## src/rtl/sram_tap_pkg.sv

```systemverilog
// package for the memory's boundary-scan test port
// assumes one system clock that oversamples the test clock pins
package sram_tap_pkg;

  // ****************************************
  // register sizes and counts
  // ****************************************
  localparam int IR_W = 3;
  localparam int ID_W = 32;
  localparam int BSR_W_DEF = 16;
  localparam int FIFO_DEPTH = 32;
  localparam int TMS_RESET_EDGES = 5;

  // ****************************************
  // instruction codes and constants
  // ****************************************
  localparam logic [2:0] OP_EXTEST = 3'h0;
  localparam logic [2:0] OP_IDCODE_DEF = 3'h1;
  localparam logic [2:0] OP_SAMPLE_Z_DEF = 3'h2;
  localparam logic [2:0] OP_SAMPLE_DEF = 3'h5;
  localparam logic [2:0] OP_BYPASS_DEF = 3'h7;
  localparam logic [1:0] IR_CAPTURE_LOW = 2'h1;
  localparam logic [2:0] IR_CAPTURE_WORD = {1'b0, IR_CAPTURE_LOW};
  // arbitrary identification word, not tied to any maker
  localparam logic [31:0] ID_WORD_DEF = 32'h0a5a_5001;

  // ****************************************
  // data register selection
  // ****************************************
  localparam logic [1:0] SEL_BYP = 2'h0;
  localparam logic [1:0] SEL_ID = 2'h1;
  localparam logic [1:0] SEL_BSR = 2'h2;

  // ****************************************
  // controller states
  // ****************************************
  typedef enum logic [15:0] {
    ST_RESET = 16'h0001,
    ST_IDLE = 16'h0002,
    ST_SEL_DR = 16'h0004,
    ST_CAP_DR = 16'h0008,
    ST_SHIFT_DR = 16'h0010,
    ST_EXIT1_DR = 16'h0020,
    ST_PAUSE_DR = 16'h0040,
    ST_EXIT2_DR = 16'h0080,
    ST_UPD_DR = 16'h0100,
    ST_SEL_IR = 16'h0200,
    ST_CAP_IR = 16'h0400,
    ST_SHIFT_IR = 16'h0800,
    ST_EXIT1_IR = 16'h1000,
    ST_PAUSE_IR = 16'h2000,
    ST_EXIT2_IR = 16'h4000,
    ST_UPD_IR = 16'h8000
  } tap_state_e;

endpackage

```

## src/rtl/sram_tap.sv

```systemverilog
// boundary-scan test port: snapshot fifo and the test access port itself
// assumes test clock, mode select and data in arrive unsynchronised from pins

// ****************************************
// snapshot fifo
// ****************************************
module snap_fifo #(
  parameter int WIDTH = 16,
  parameter int DEPTH = 32
) (
  // clock and reset
  input wire logic clk_i,
  input wire logic sys_rst_i,
  // fill side
  input wire logic in_valid_i,
  output logic in_ready_o,
  input wire logic [WIDTH-1:0] in_data_i,
  // drain side
  output logic out_valid_o,
  input wire logic out_ready_i,
  output logic [WIDTH-1:0] out_data_o
);
  localparam int AW = $clog2(DEPTH);
  logic [WIDTH-1:0] mem [DEPTH];
  logic [AW-1:0] wr_ptr;
  logic [AW-1:0] rd_ptr;
  logic [AW:0] count;
  logic push;
  logic pop;

  // handshakes from the fill level
  assign in_ready_o = (count != (AW+1)'(DEPTH));
  assign out_valid_o = (count != '0);
  assign push = in_valid_i && in_ready_o;
  assign pop = out_valid_o && out_ready_i;
  assign out_data_o = mem[rd_ptr];

  // storage, no reset needed on data
  always_ff @(posedge clk_i)
  begin
    if (push)
      mem[wr_ptr] <= in_data_i;
  end

  // pointers and fill count
  always_ff @(posedge clk_i)
  begin
    if (sys_rst_i)
    begin
      wr_ptr <= '0;
      rd_ptr <= '0;
      count <= '0;
    end
    else
    begin
      if (push)
        wr_ptr <= wr_ptr + 1'b1;
      if (pop)
        rd_ptr <= rd_ptr + 1'b1;
      if (push && !pop)
        count <= count + 1'b1;
      else if (pop && !push)
        count <= count - 1'b1;
    end
  end
endmodule

// ****************************************
// test access port
// ****************************************
// opcode, length and id word parameters
module sram_tap #(
  parameter int BSR_W = sram_tap_pkg::BSR_W_DEF,
  parameter logic [2:0] OP_IDCODE = sram_tap_pkg::OP_IDCODE_DEF,
  parameter logic [2:0] OP_SAMPLE_Z = sram_tap_pkg::OP_SAMPLE_Z_DEF,
  parameter logic [2:0] OP_SAMPLE = sram_tap_pkg::OP_SAMPLE_DEF,
  parameter logic [2:0] OP_BYPASS = sram_tap_pkg::OP_BYPASS_DEF,
  parameter logic [31:0] ID_WORD = sram_tap_pkg::ID_WORD_DEF
) (
  // clock and reset
  input wire logic clk_i,
  input wire logic sys_rst_i,
  // test pins
  input wire logic tck_i,
  input wire logic tms_i,
  input wire logic tdi_i,
  output logic tdo_o,
  output logic tdo_oe_o,
  // pin snapshots from the memory core
  input wire logic snap_valid_i,
  output logic snap_ready_o,
  input wire logic [BSR_W-1:0] snap_data_i,
  // memory output control
  output logic mem_out_hiz_o
);
  sram_tap_pkg::tap_state_e state;
  logic tck_s1, tck_s2, tck_s3;
  logic tms_s1, tms_s2;
  logic tdi_s1, tdi_s2;
  logic rise, fall;
  logic [2:0] ir;
  logic [2:0] ir_sh;
  logic byp;
  logic [31:0] id_sh;
  logic [BSR_W-1:0] bsr;
  logic [1:0] sel;
  logic snap_valid;
  logic snap_pop;
  logic [BSR_W-1:0] snap_word;

  // next controller state from sampled mode select
  function automatic sram_tap_pkg::tap_state_e next_state(
    input sram_tap_pkg::tap_state_e st,
    input logic tms
  );
    case (st)
      sram_tap_pkg::ST_RESET:
        next_state = tms ? sram_tap_pkg::ST_RESET : sram_tap_pkg::ST_IDLE;
      sram_tap_pkg::ST_IDLE:
        next_state = tms ? sram_tap_pkg::ST_SEL_DR : sram_tap_pkg::ST_IDLE;
      sram_tap_pkg::ST_SEL_DR:
        next_state = tms ? sram_tap_pkg::ST_SEL_IR : sram_tap_pkg::ST_CAP_DR;
      sram_tap_pkg::ST_CAP_DR:
        next_state = tms ? sram_tap_pkg::ST_EXIT1_DR : sram_tap_pkg::ST_SHIFT_DR;
      sram_tap_pkg::ST_SHIFT_DR:
        next_state = tms ? sram_tap_pkg::ST_EXIT1_DR : sram_tap_pkg::ST_SHIFT_DR;
      sram_tap_pkg::ST_EXIT1_DR:
        next_state = tms ? sram_tap_pkg::ST_UPD_DR : sram_tap_pkg::ST_PAUSE_DR;
      sram_tap_pkg::ST_PAUSE_DR:
        next_state = tms ? sram_tap_pkg::ST_EXIT2_DR : sram_tap_pkg::ST_PAUSE_DR;
      sram_tap_pkg::ST_EXIT2_DR:
        next_state = tms ? sram_tap_pkg::ST_UPD_DR : sram_tap_pkg::ST_SHIFT_DR;
      sram_tap_pkg::ST_UPD_DR:
        next_state = tms ? sram_tap_pkg::ST_SEL_DR : sram_tap_pkg::ST_IDLE;
      sram_tap_pkg::ST_SEL_IR:
        next_state = tms ? sram_tap_pkg::ST_RESET : sram_tap_pkg::ST_CAP_IR;
      sram_tap_pkg::ST_CAP_IR:
        next_state = tms ? sram_tap_pkg::ST_EXIT1_IR : sram_tap_pkg::ST_SHIFT_IR;
      sram_tap_pkg::ST_SHIFT_IR:
        next_state = tms ? sram_tap_pkg::ST_EXIT1_IR : sram_tap_pkg::ST_SHIFT_IR;
      sram_tap_pkg::ST_EXIT1_IR:
        next_state = tms ? sram_tap_pkg::ST_UPD_IR : sram_tap_pkg::ST_PAUSE_IR;
      sram_tap_pkg::ST_PAUSE_IR:
        next_state = tms ? sram_tap_pkg::ST_EXIT2_IR : sram_tap_pkg::ST_PAUSE_IR;
      sram_tap_pkg::ST_EXIT2_IR:
        next_state = tms ? sram_tap_pkg::ST_UPD_IR : sram_tap_pkg::ST_SHIFT_IR;
      sram_tap_pkg::ST_UPD_IR:
        next_state = tms ? sram_tap_pkg::ST_SEL_DR : sram_tap_pkg::ST_IDLE;
      default:
        next_state = sram_tap_pkg::ST_RESET;
    endcase
  endfunction

  // ****************************************
  // pin synchronisers and edge finding
  // ****************************************
  // two stages before use; third tck stage only for edge finding
  always_ff @(posedge clk_i)
  begin
    if (sys_rst_i)
    begin
      tck_s1 <= 1'b0;
      tck_s2 <= 1'b0;
      tck_s3 <= 1'b0;
      tms_s1 <= 1'b1;
      tms_s2 <= 1'b1;
      tdi_s1 <= 1'b1;
      tdi_s2 <= 1'b1;
    end
    else
    begin
      tck_s1 <= tck_i;
      tck_s2 <= tck_s1;
      tck_s3 <= tck_s2;
      tms_s1 <= tms_i;
      tms_s2 <= tms_s1;
      tdi_s1 <= tdi_i;
      tdi_s2 <= tdi_s1;
    end
  end

  // edge enables
  // a test clock tied low gives no edges, so only the synchronisers and the snapshot fifo ever move
  assign rise = tck_s2 && !tck_s3;
  assign fall = !tck_s2 && tck_s3;

  // ****************************************
  // controller
  // ****************************************
  // sixteen-state machine
  // mode select taken on the rise only
  always_ff @(posedge clk_i)
  begin
    if (sys_rst_i)
      state <= sram_tap_pkg::ST_RESET;
    else if (rise)
      state <= next_state(state, tms_s2);
  end

  // instruction picks the data register
  // reserved codes fall back to bypass so the chain stays one bit long
  always_comb
  begin
    if (ir == OP_IDCODE)
      sel = sram_tap_pkg::SEL_ID;
    else if (ir == sram_tap_pkg::OP_EXTEST || ir == OP_SAMPLE_Z || ir == OP_SAMPLE)
      sel = sram_tap_pkg::SEL_BSR;
    else
      sel = sram_tap_pkg::SEL_BYP;
  end

  // ****************************************
  // instruction register
  // ****************************************
  // identification code at power-up and in reset state
  // shift only in the path, take effect at update
  always_ff @(posedge clk_i)
  begin
    if (sys_rst_i)
    begin
      ir <= OP_IDCODE;
      ir_sh <= OP_IDCODE;
    end
    else if (rise)
    begin
      case (state)
        sram_tap_pkg::ST_RESET:
          ir <= OP_IDCODE;
        sram_tap_pkg::ST_CAP_IR:
          ir_sh <= sram_tap_pkg::IR_CAPTURE_WORD;
        sram_tap_pkg::ST_SHIFT_IR:
          ir_sh <= {tdi_s2, ir_sh[2:1]};
        sram_tap_pkg::ST_UPD_IR:
          ir <= ir_sh;
        default:
          ir <= ir;
      endcase
    end
  end

  // ****************************************
  // data registers
  // ****************************************
  // bypass stage, cleared on capture
  always_ff @(posedge clk_i)
  begin
    if (sys_rst_i)
      byp <= 1'b0;
    else if (rise && sel == sram_tap_pkg::SEL_BYP)
    begin
      if (state == sram_tap_pkg::ST_CAP_DR)
        byp <= 1'b0;
      else if (state == sram_tap_pkg::ST_SHIFT_DR)
        byp <= tdi_s2;
    end
  end

  // fixed identification word, data enters at the top
  always_ff @(posedge clk_i)
  begin
    if (sys_rst_i)
      id_sh <= ID_WORD;
    else if (rise && sel == sram_tap_pkg::SEL_ID)
    begin
      if (state == sram_tap_pkg::ST_CAP_DR)
        id_sh <= ID_WORD;
      else if (state == sram_tap_pkg::ST_SHIFT_DR)
        id_sh <= {tdi_s2, id_sh[31:1]};
    end
  end

  // capture the oldest queued pin snapshot
  // an empty queue leaves the register as it stands rather than inventing a snapshot
  assign snap_pop = rise && sel == sram_tap_pkg::SEL_BSR
                    && state == sram_tap_pkg::ST_CAP_DR;
  always_ff @(posedge clk_i)
  begin
    if (sys_rst_i)
      bsr <= '0;
    else if (rise && sel == sram_tap_pkg::SEL_BSR)
    begin
      if (state == sram_tap_pkg::ST_CAP_DR && snap_valid)
        bsr <= snap_word;
      else if (state == sram_tap_pkg::ST_SHIFT_DR)
        bsr <= {tdi_s2, bsr[BSR_W-1:1]};
    end
  end

  // snapshot queue; a stalled capture side backs up into the core
  snap_fifo #(
    .WIDTH(BSR_W),
    .DEPTH(sram_tap_pkg::FIFO_DEPTH)
  ) u_snap_fifo (
    .clk_i(clk_i),
    .sys_rst_i(sys_rst_i),
    .in_valid_i(snap_valid_i),
    .in_ready_o(snap_ready_o),
    .in_data_i(snap_data_i),
    .out_valid_o(snap_valid),
    .out_ready_i(snap_pop),
    .out_data_o(snap_word)
  );

  // ****************************************
  // serial output and memory control
  // ****************************************
  // launch on fall, enable only while shifting
  always_ff @(posedge clk_i)
  begin
    if (sys_rst_i)
    begin
      tdo_o <= 1'b0;
      tdo_oe_o <= 1'b0;
    end
    else if (fall)
    begin
      tdo_oe_o <= (state == sram_tap_pkg::ST_SHIFT_IR)
                  || (state == sram_tap_pkg::ST_SHIFT_DR);
      if (state == sram_tap_pkg::ST_SHIFT_IR)
        tdo_o <= ir_sh[0];
      else if (sel == sram_tap_pkg::SEL_ID)
        tdo_o <= id_sh[0];
      else if (sel == sram_tap_pkg::SEL_BSR)
        tdo_o <= bsr[0];
      else
        tdo_o <= byp;
    end
  end

  // only these instructions reach the memory, via output float
  assign mem_out_hiz_o = (ir == sram_tap_pkg::OP_EXTEST) || (ir == OP_SAMPLE_Z);

  // ****************************************
  // checks
  // ****************************************
  logic [2:0] tms_run;
  always_ff @(posedge clk_i)
  begin
    if (sys_rst_i)
      tms_run <= '0;
    else if (rise)
      tms_run <= !tms_s2 ? 3'h0 : (tms_run == 3'h7 ? tms_run : tms_run + 3'h1);
  end
endmodule

```

## config.mk

```make
export PLATFORM = sky130hd
export DESIGN_NAME = sram_tap
export DESIGN_NICKNAME = d
export VERILOG_FILES = /design/src/rtl/sram_tap_pkg.sv /design/src/rtl/sram_tap.sv
export SDC_FILE = /design/constraint.sdc
export NUM_CORES = 1
export LEC_CHECK = 0
export CORE_UTILIZATION = 58
export CTS_CLUSTER_SIZE = 40
export DETAILED_ROUTE_END_ITERATION = 8
export DONT_BUFFER_PORTS = 1
export HOLD_SLACK_MARGIN = 0.03
export PLACE_DENSITY = 0.74
export SYNTH_ARGS = -nofsm -noshare
export SYNTH_HDL_FRONTEND = slang
export SYNTH_SLANG_ARGS = --single-unit
export TNS_END_PERCENT = 10
```

## constraint.sdc

```tcl
create_clock -name clk_i -period 5.85 [get_ports clk_i]
set_input_delay 0.2925 -clock clk_i [delete_from_list [all_inputs] [get_ports clk_i]]
set_output_delay 0.2925 -clock clk_i [all_outputs]
set_load 0.05 [all_outputs]
```

==> summary.md <==
| Metric | Value |
|---|---|
| Outcome | `finished, violations left` |
| Violations in the final reports | `design-rule violations` |
| Max Clock Freq | `approximately 260 MHz` |
| Sequential element share of the synthesized area | `0.718` |
| Total area of multi-input combinational cells | `around 0.0064 sq mm` |
| Power density normalized to cell area | `329 mW/mm^2` |
| Number of antenna repair diodes | `0` |
| Initial core utilization | `0.591` |
| Height of the die | `206 um` |
| Layout overhead on the synthesized area | `11.6%` |
| Largest family of logic cells by synthesized area | `multiplexers` |
| Share of async-settable or async-resettable flops after synthesis | `0` |
| Number of nets at the end of the flow | `1522` |
| Global-route wire length before repair | `76.9 mm` |
| Adder-cell area share of the yosys netlist | `0.00599` |
| #FFs+latches synth | `613` |
| Post-synthesis cell type count | `60` |
| Fill cell count | `2742` |
| Met2 wire length | `25.5 mm` |
| Yosys warning total | `0` |
| Antenna violations before repair | `0` |
| Skew final | `~0.027 ns` |
| Commonest cells after routing, fill and taps aside | `512 x sky130_fd_sc_hd__edfxtp_1, 103 x sky130_fd_sc_hd__mux4_2, 97 x sky130_fd_sc_hd__dfxtp_1` |
| List of cells traversed by the critical path | `nor2_1 > o21ai_1 > or4_1 > ha_1 > inv_1 > ha_1 > nor2b_1 > a311oi_1 > o311ai_0 > xnor2_1 > nor2_1` |
| Weighted congestion at the end of routability-driven global placement | `0.903` |
| HPWL after detailed placement | `29.4 mm` |
| Number of enable flip-flop cells after synthesis | `between 500 and 600` |
| Final Slew Violations | `0` |
| Via/cell ratio | `between 6 and 7` |
| Clk Tree Root Cell | `sky130_fd_sc_hd__clkbuf_16` |
| All-Layer GR Usage | `0.247` |
| TritonCTS sink count | `613` |
| Most frequent standard cell in the layout excluding fill and tap cells | `sky130_fd_sc_hd__edfxtp_1` |
| Required time reported for the critical path endpoint | `6.34 ns` |
| Maximum number of buffers from clock root to sink | `3` |
| Via count of the first global-routing pass | `13200` |
| Drt initial violations | `1193` |
| CTS H-tree depth | `2` |
| Maximum number of pins on one net before global-route repair | `98` |
| Reg-to-reg setup timing slack | `1.96 ns` |
| Cell area after synthesis | `about 0.024 sq mm` |
| Top Ports | `26` |
| Clock latency on the worst-skew pair | `about 0.63 ns` |
| Site row count | `74` |
| Remaining antenna violation count after routing | `0` |
| Crit path arrival time | `4.37 ns` |
| Pin slew with the least headroom to its limit | `1.22 ns` |
| Kind of capture point of the worst setup path | `flip-flop` |
| Area taken by flip-flops and latches | `about 0.017 sq mm` |
| Setup total negative slack | `0 ns` |
| Std-Cell Core Area | `between 0.04 and 0.05 sq mm` |
| Number of buffers created by CTS | `58` |
| Worst hold-check slack | `0.0691 ns` |
| Ratio of cells with drive above 1 in the final layout | `0.171` |
| Worst r2r path cells | `11` |
| Kind of path behind the tightest hold check | `primary input to flip-flop` |
| Crit path buf inv count | `1` |
| Detail Route met3 WL | `3.23 mm` |
| Biggest cell delay along the critical path | `0.77 ns` |
| Compound-gate portion of the synthesized area | `0.0503` |
| CP Max Fanout | `7` |
| Post-detailed-route DRC marker count | `2` |
| Gate family responsible for the most delay along the worst path | `simple AND/OR/NAND/NOR gates` |
| Synthesized Nets | `1486` |
| Routed wire length | `between 50 and 60 mm` |
| WS Path Type | `flip-flop to flip-flop` |
| Main synth FF type | `sky130_fd_sc_hd__edfxtp_1` |
| Routed len/inst | `~25 um` |
| Fraction of synthesized area in multiplexers | `0.132` |
| Critical path's slowest cell | `sky130_fd_sc_hd__nor2_1` |
| Unrepaired setup endpoints after global routing | `false` |
| Total vias in the final route | `12900` |
| Average size of a mapped cell | `16.7 sq um` |
| Beginning of the worst hold path | `sys_rst_i` |
| Setup-violating endpoint count in the final report | `0` |
| Max-cap violations | `0` |
| Endpoint of the worst hold-timing path | `u_snap_fifo.wr_ptr[3]` |
| Die Area | `0.0426 sq mm` |
| Number of buffer cells added on primary ports | `0` |
| Worst flop-to-flop path startpoint | `ir[0]` |
| Count of instances resized after the clock tree is built | `0` |
| Static Leakage | `approximately 8.4 nW` |
| Post-layout utilization of the core | `0.659` |
| Min Clock Period, post-route | `3.89 ns` |
| Post-synthesis share of cell area spent on and, or, nand and nor gates | `0.0694` |
| Width of the die | `206 um` |
| Worst-case headroom to the max-slew limit | `0.184` |
| Drt first pass iters | `8` |
| Synth Instances | `1453` |
| Post-Synth XOR/XNOR Area | `0.00578` |
| Capturing point of the worst reg2reg path | `u_snap_fifo.count[5]` |
| Type of origin of the critical path | `flip-flop` |
| Remaining global-route overflow | `0` |
| Highest metal layer with signal wires | `met4` |
| Portion of the clock cycle consumed by the worst path in the final layout | `0.665` |
| Hold Vio Cnt, Final | `0` |
| Worst ir drop on vdd | `0.242 mV` |
| CTS tree | `built` |
| Routed length on met1 | `20.7 mm` |
| Clock-pin slew reported for the worst setup and hold paths after clock tree synthesis | `0.06 ns` |
| Instance count along the most critical hold path | `2` |
[synth_stat cells (33+ instances only)]
library cell | count | area, sq um
sky130_fd_sc_hd__a21oi_1 | 53 | 265
sky130_fd_sc_hd__a22oi_1 | 51 | 383
sky130_fd_sc_hd__buf_2 | 33 | 165
sky130_fd_sc_hd__clkbuf_1 | 45 | 169
sky130_fd_sc_hd__dfxtp_1 | 101 | 2020
sky130_fd_sc_hd__edfxtp_1 | 512 | 15400
sky130_fd_sc_hd__mux2i_1 | 77 | 771
sky130_fd_sc_hd__mux4_2 | 103 | 2320
sky130_fd_sc_hd__nand2_1 | 62 | 233
sky130_fd_sc_hd__nand3_1 | 35 | 175
sky130_fd_sc_hd__nor2_1 | 94 | 353
sky130_fd_sc_hd__nor3_1 | 34 | 170
[report_power, final]
| group | switching, mW | internal, mW |
|---|---|---|
| logic | 0.258 | 0.141 |
| clock network | 1.58 | 2.07 |
| registers | 0.0362 | 4.80 |
[sequential cells by signal, summed over array words and instances, names as in the netlist, 3 cells and up, named ones only]
| name | count |
|---|---|
| u_snap_fifo.mem | 512 |
| id_sh | 32 |
| bsr | 16 |
| state | 16 |
| u_snap_fifo.count | 6 |
| u_snap_fifo.rd_ptr | 5 |
| u_snap_fifo.wr_ptr | 5 |
| ir | 3 |
| ir_sh | 3 |
[worst max-delay path by stage]
stage | from | endpoint | slack [ns] | cells after the start
6_report | ir[0] | u_snap_fifo.count[5] | 1.96 | 11
5_1_grt | ir[0] | u_snap_fifo.count[5] | 1.70 | 12
4_1_cts | ir[0] | u_snap_fifo.count[5] | 1.94 | 11
3_5_place_dp | ir[0] | u_snap_fifo.count[5] | 1.98 | 11
3_3_place_gp | ir[0] | u_snap_fifo.count[5] | 2.06 | 12
2_1_floorplan | ir[0] | u_snap_fifo.count[5] | 2.36 | 11
[what timing repair did]
item	4_1_cts	5_1_grt
hold endpoints to repair	613	0
hold buffers	25	0
buffers inserted	0	0
setup endpoints to repair	0	0
[per-layer routing]
metal / track usage / vias up
li1: - / 5800
met1: 0.323 / 6585
met2: 0.413 / 437
met3: 0.0457 / 86
met4: 0.0890 / 0
met5: 0 / -
[per-stage QoR]
stage / setup slack (ns) / std cells / cell area (sq um) / power, mW
floorplan: 2.36 / 1453 / 24200 / 5.16
global placement: 2.06 / 1936 / 24800 / 5.23
detailed placement: 1.98 / 1936 / 24800 / 5.24
CTS: 1.94 / 2070 / 27000 / 8.94
global route: 1.70 / 2070 / 27000 / 9.15
finish: 1.96 / 2070 / 27000 / 8.88
[layout make-up]
class | count | area share
clock buffers | 88 | 0.0620
clock inverters | 21 | 0.00745
inverters | 16 | 0.00222
multi-input cells | 737 | 0.237
flip-flops and latches | 613 | 0.644
well taps | 532 | 0.0246
repair buffers | 63 | 0.0228
[cell families (layout without fill, tap and decap cells)]
logic type                 count (synthesis)  in the layout
and+or+nand+nor                          328            328
AOI/OAI and AO/OA                        192            192
xor gates and xnor gates                  16             16
DFF                                      613            613
adders and majority gates                 11             11
muxes                                    190            190
buffers and inverters                    103            188
Power figures use the tool's default switching activity.
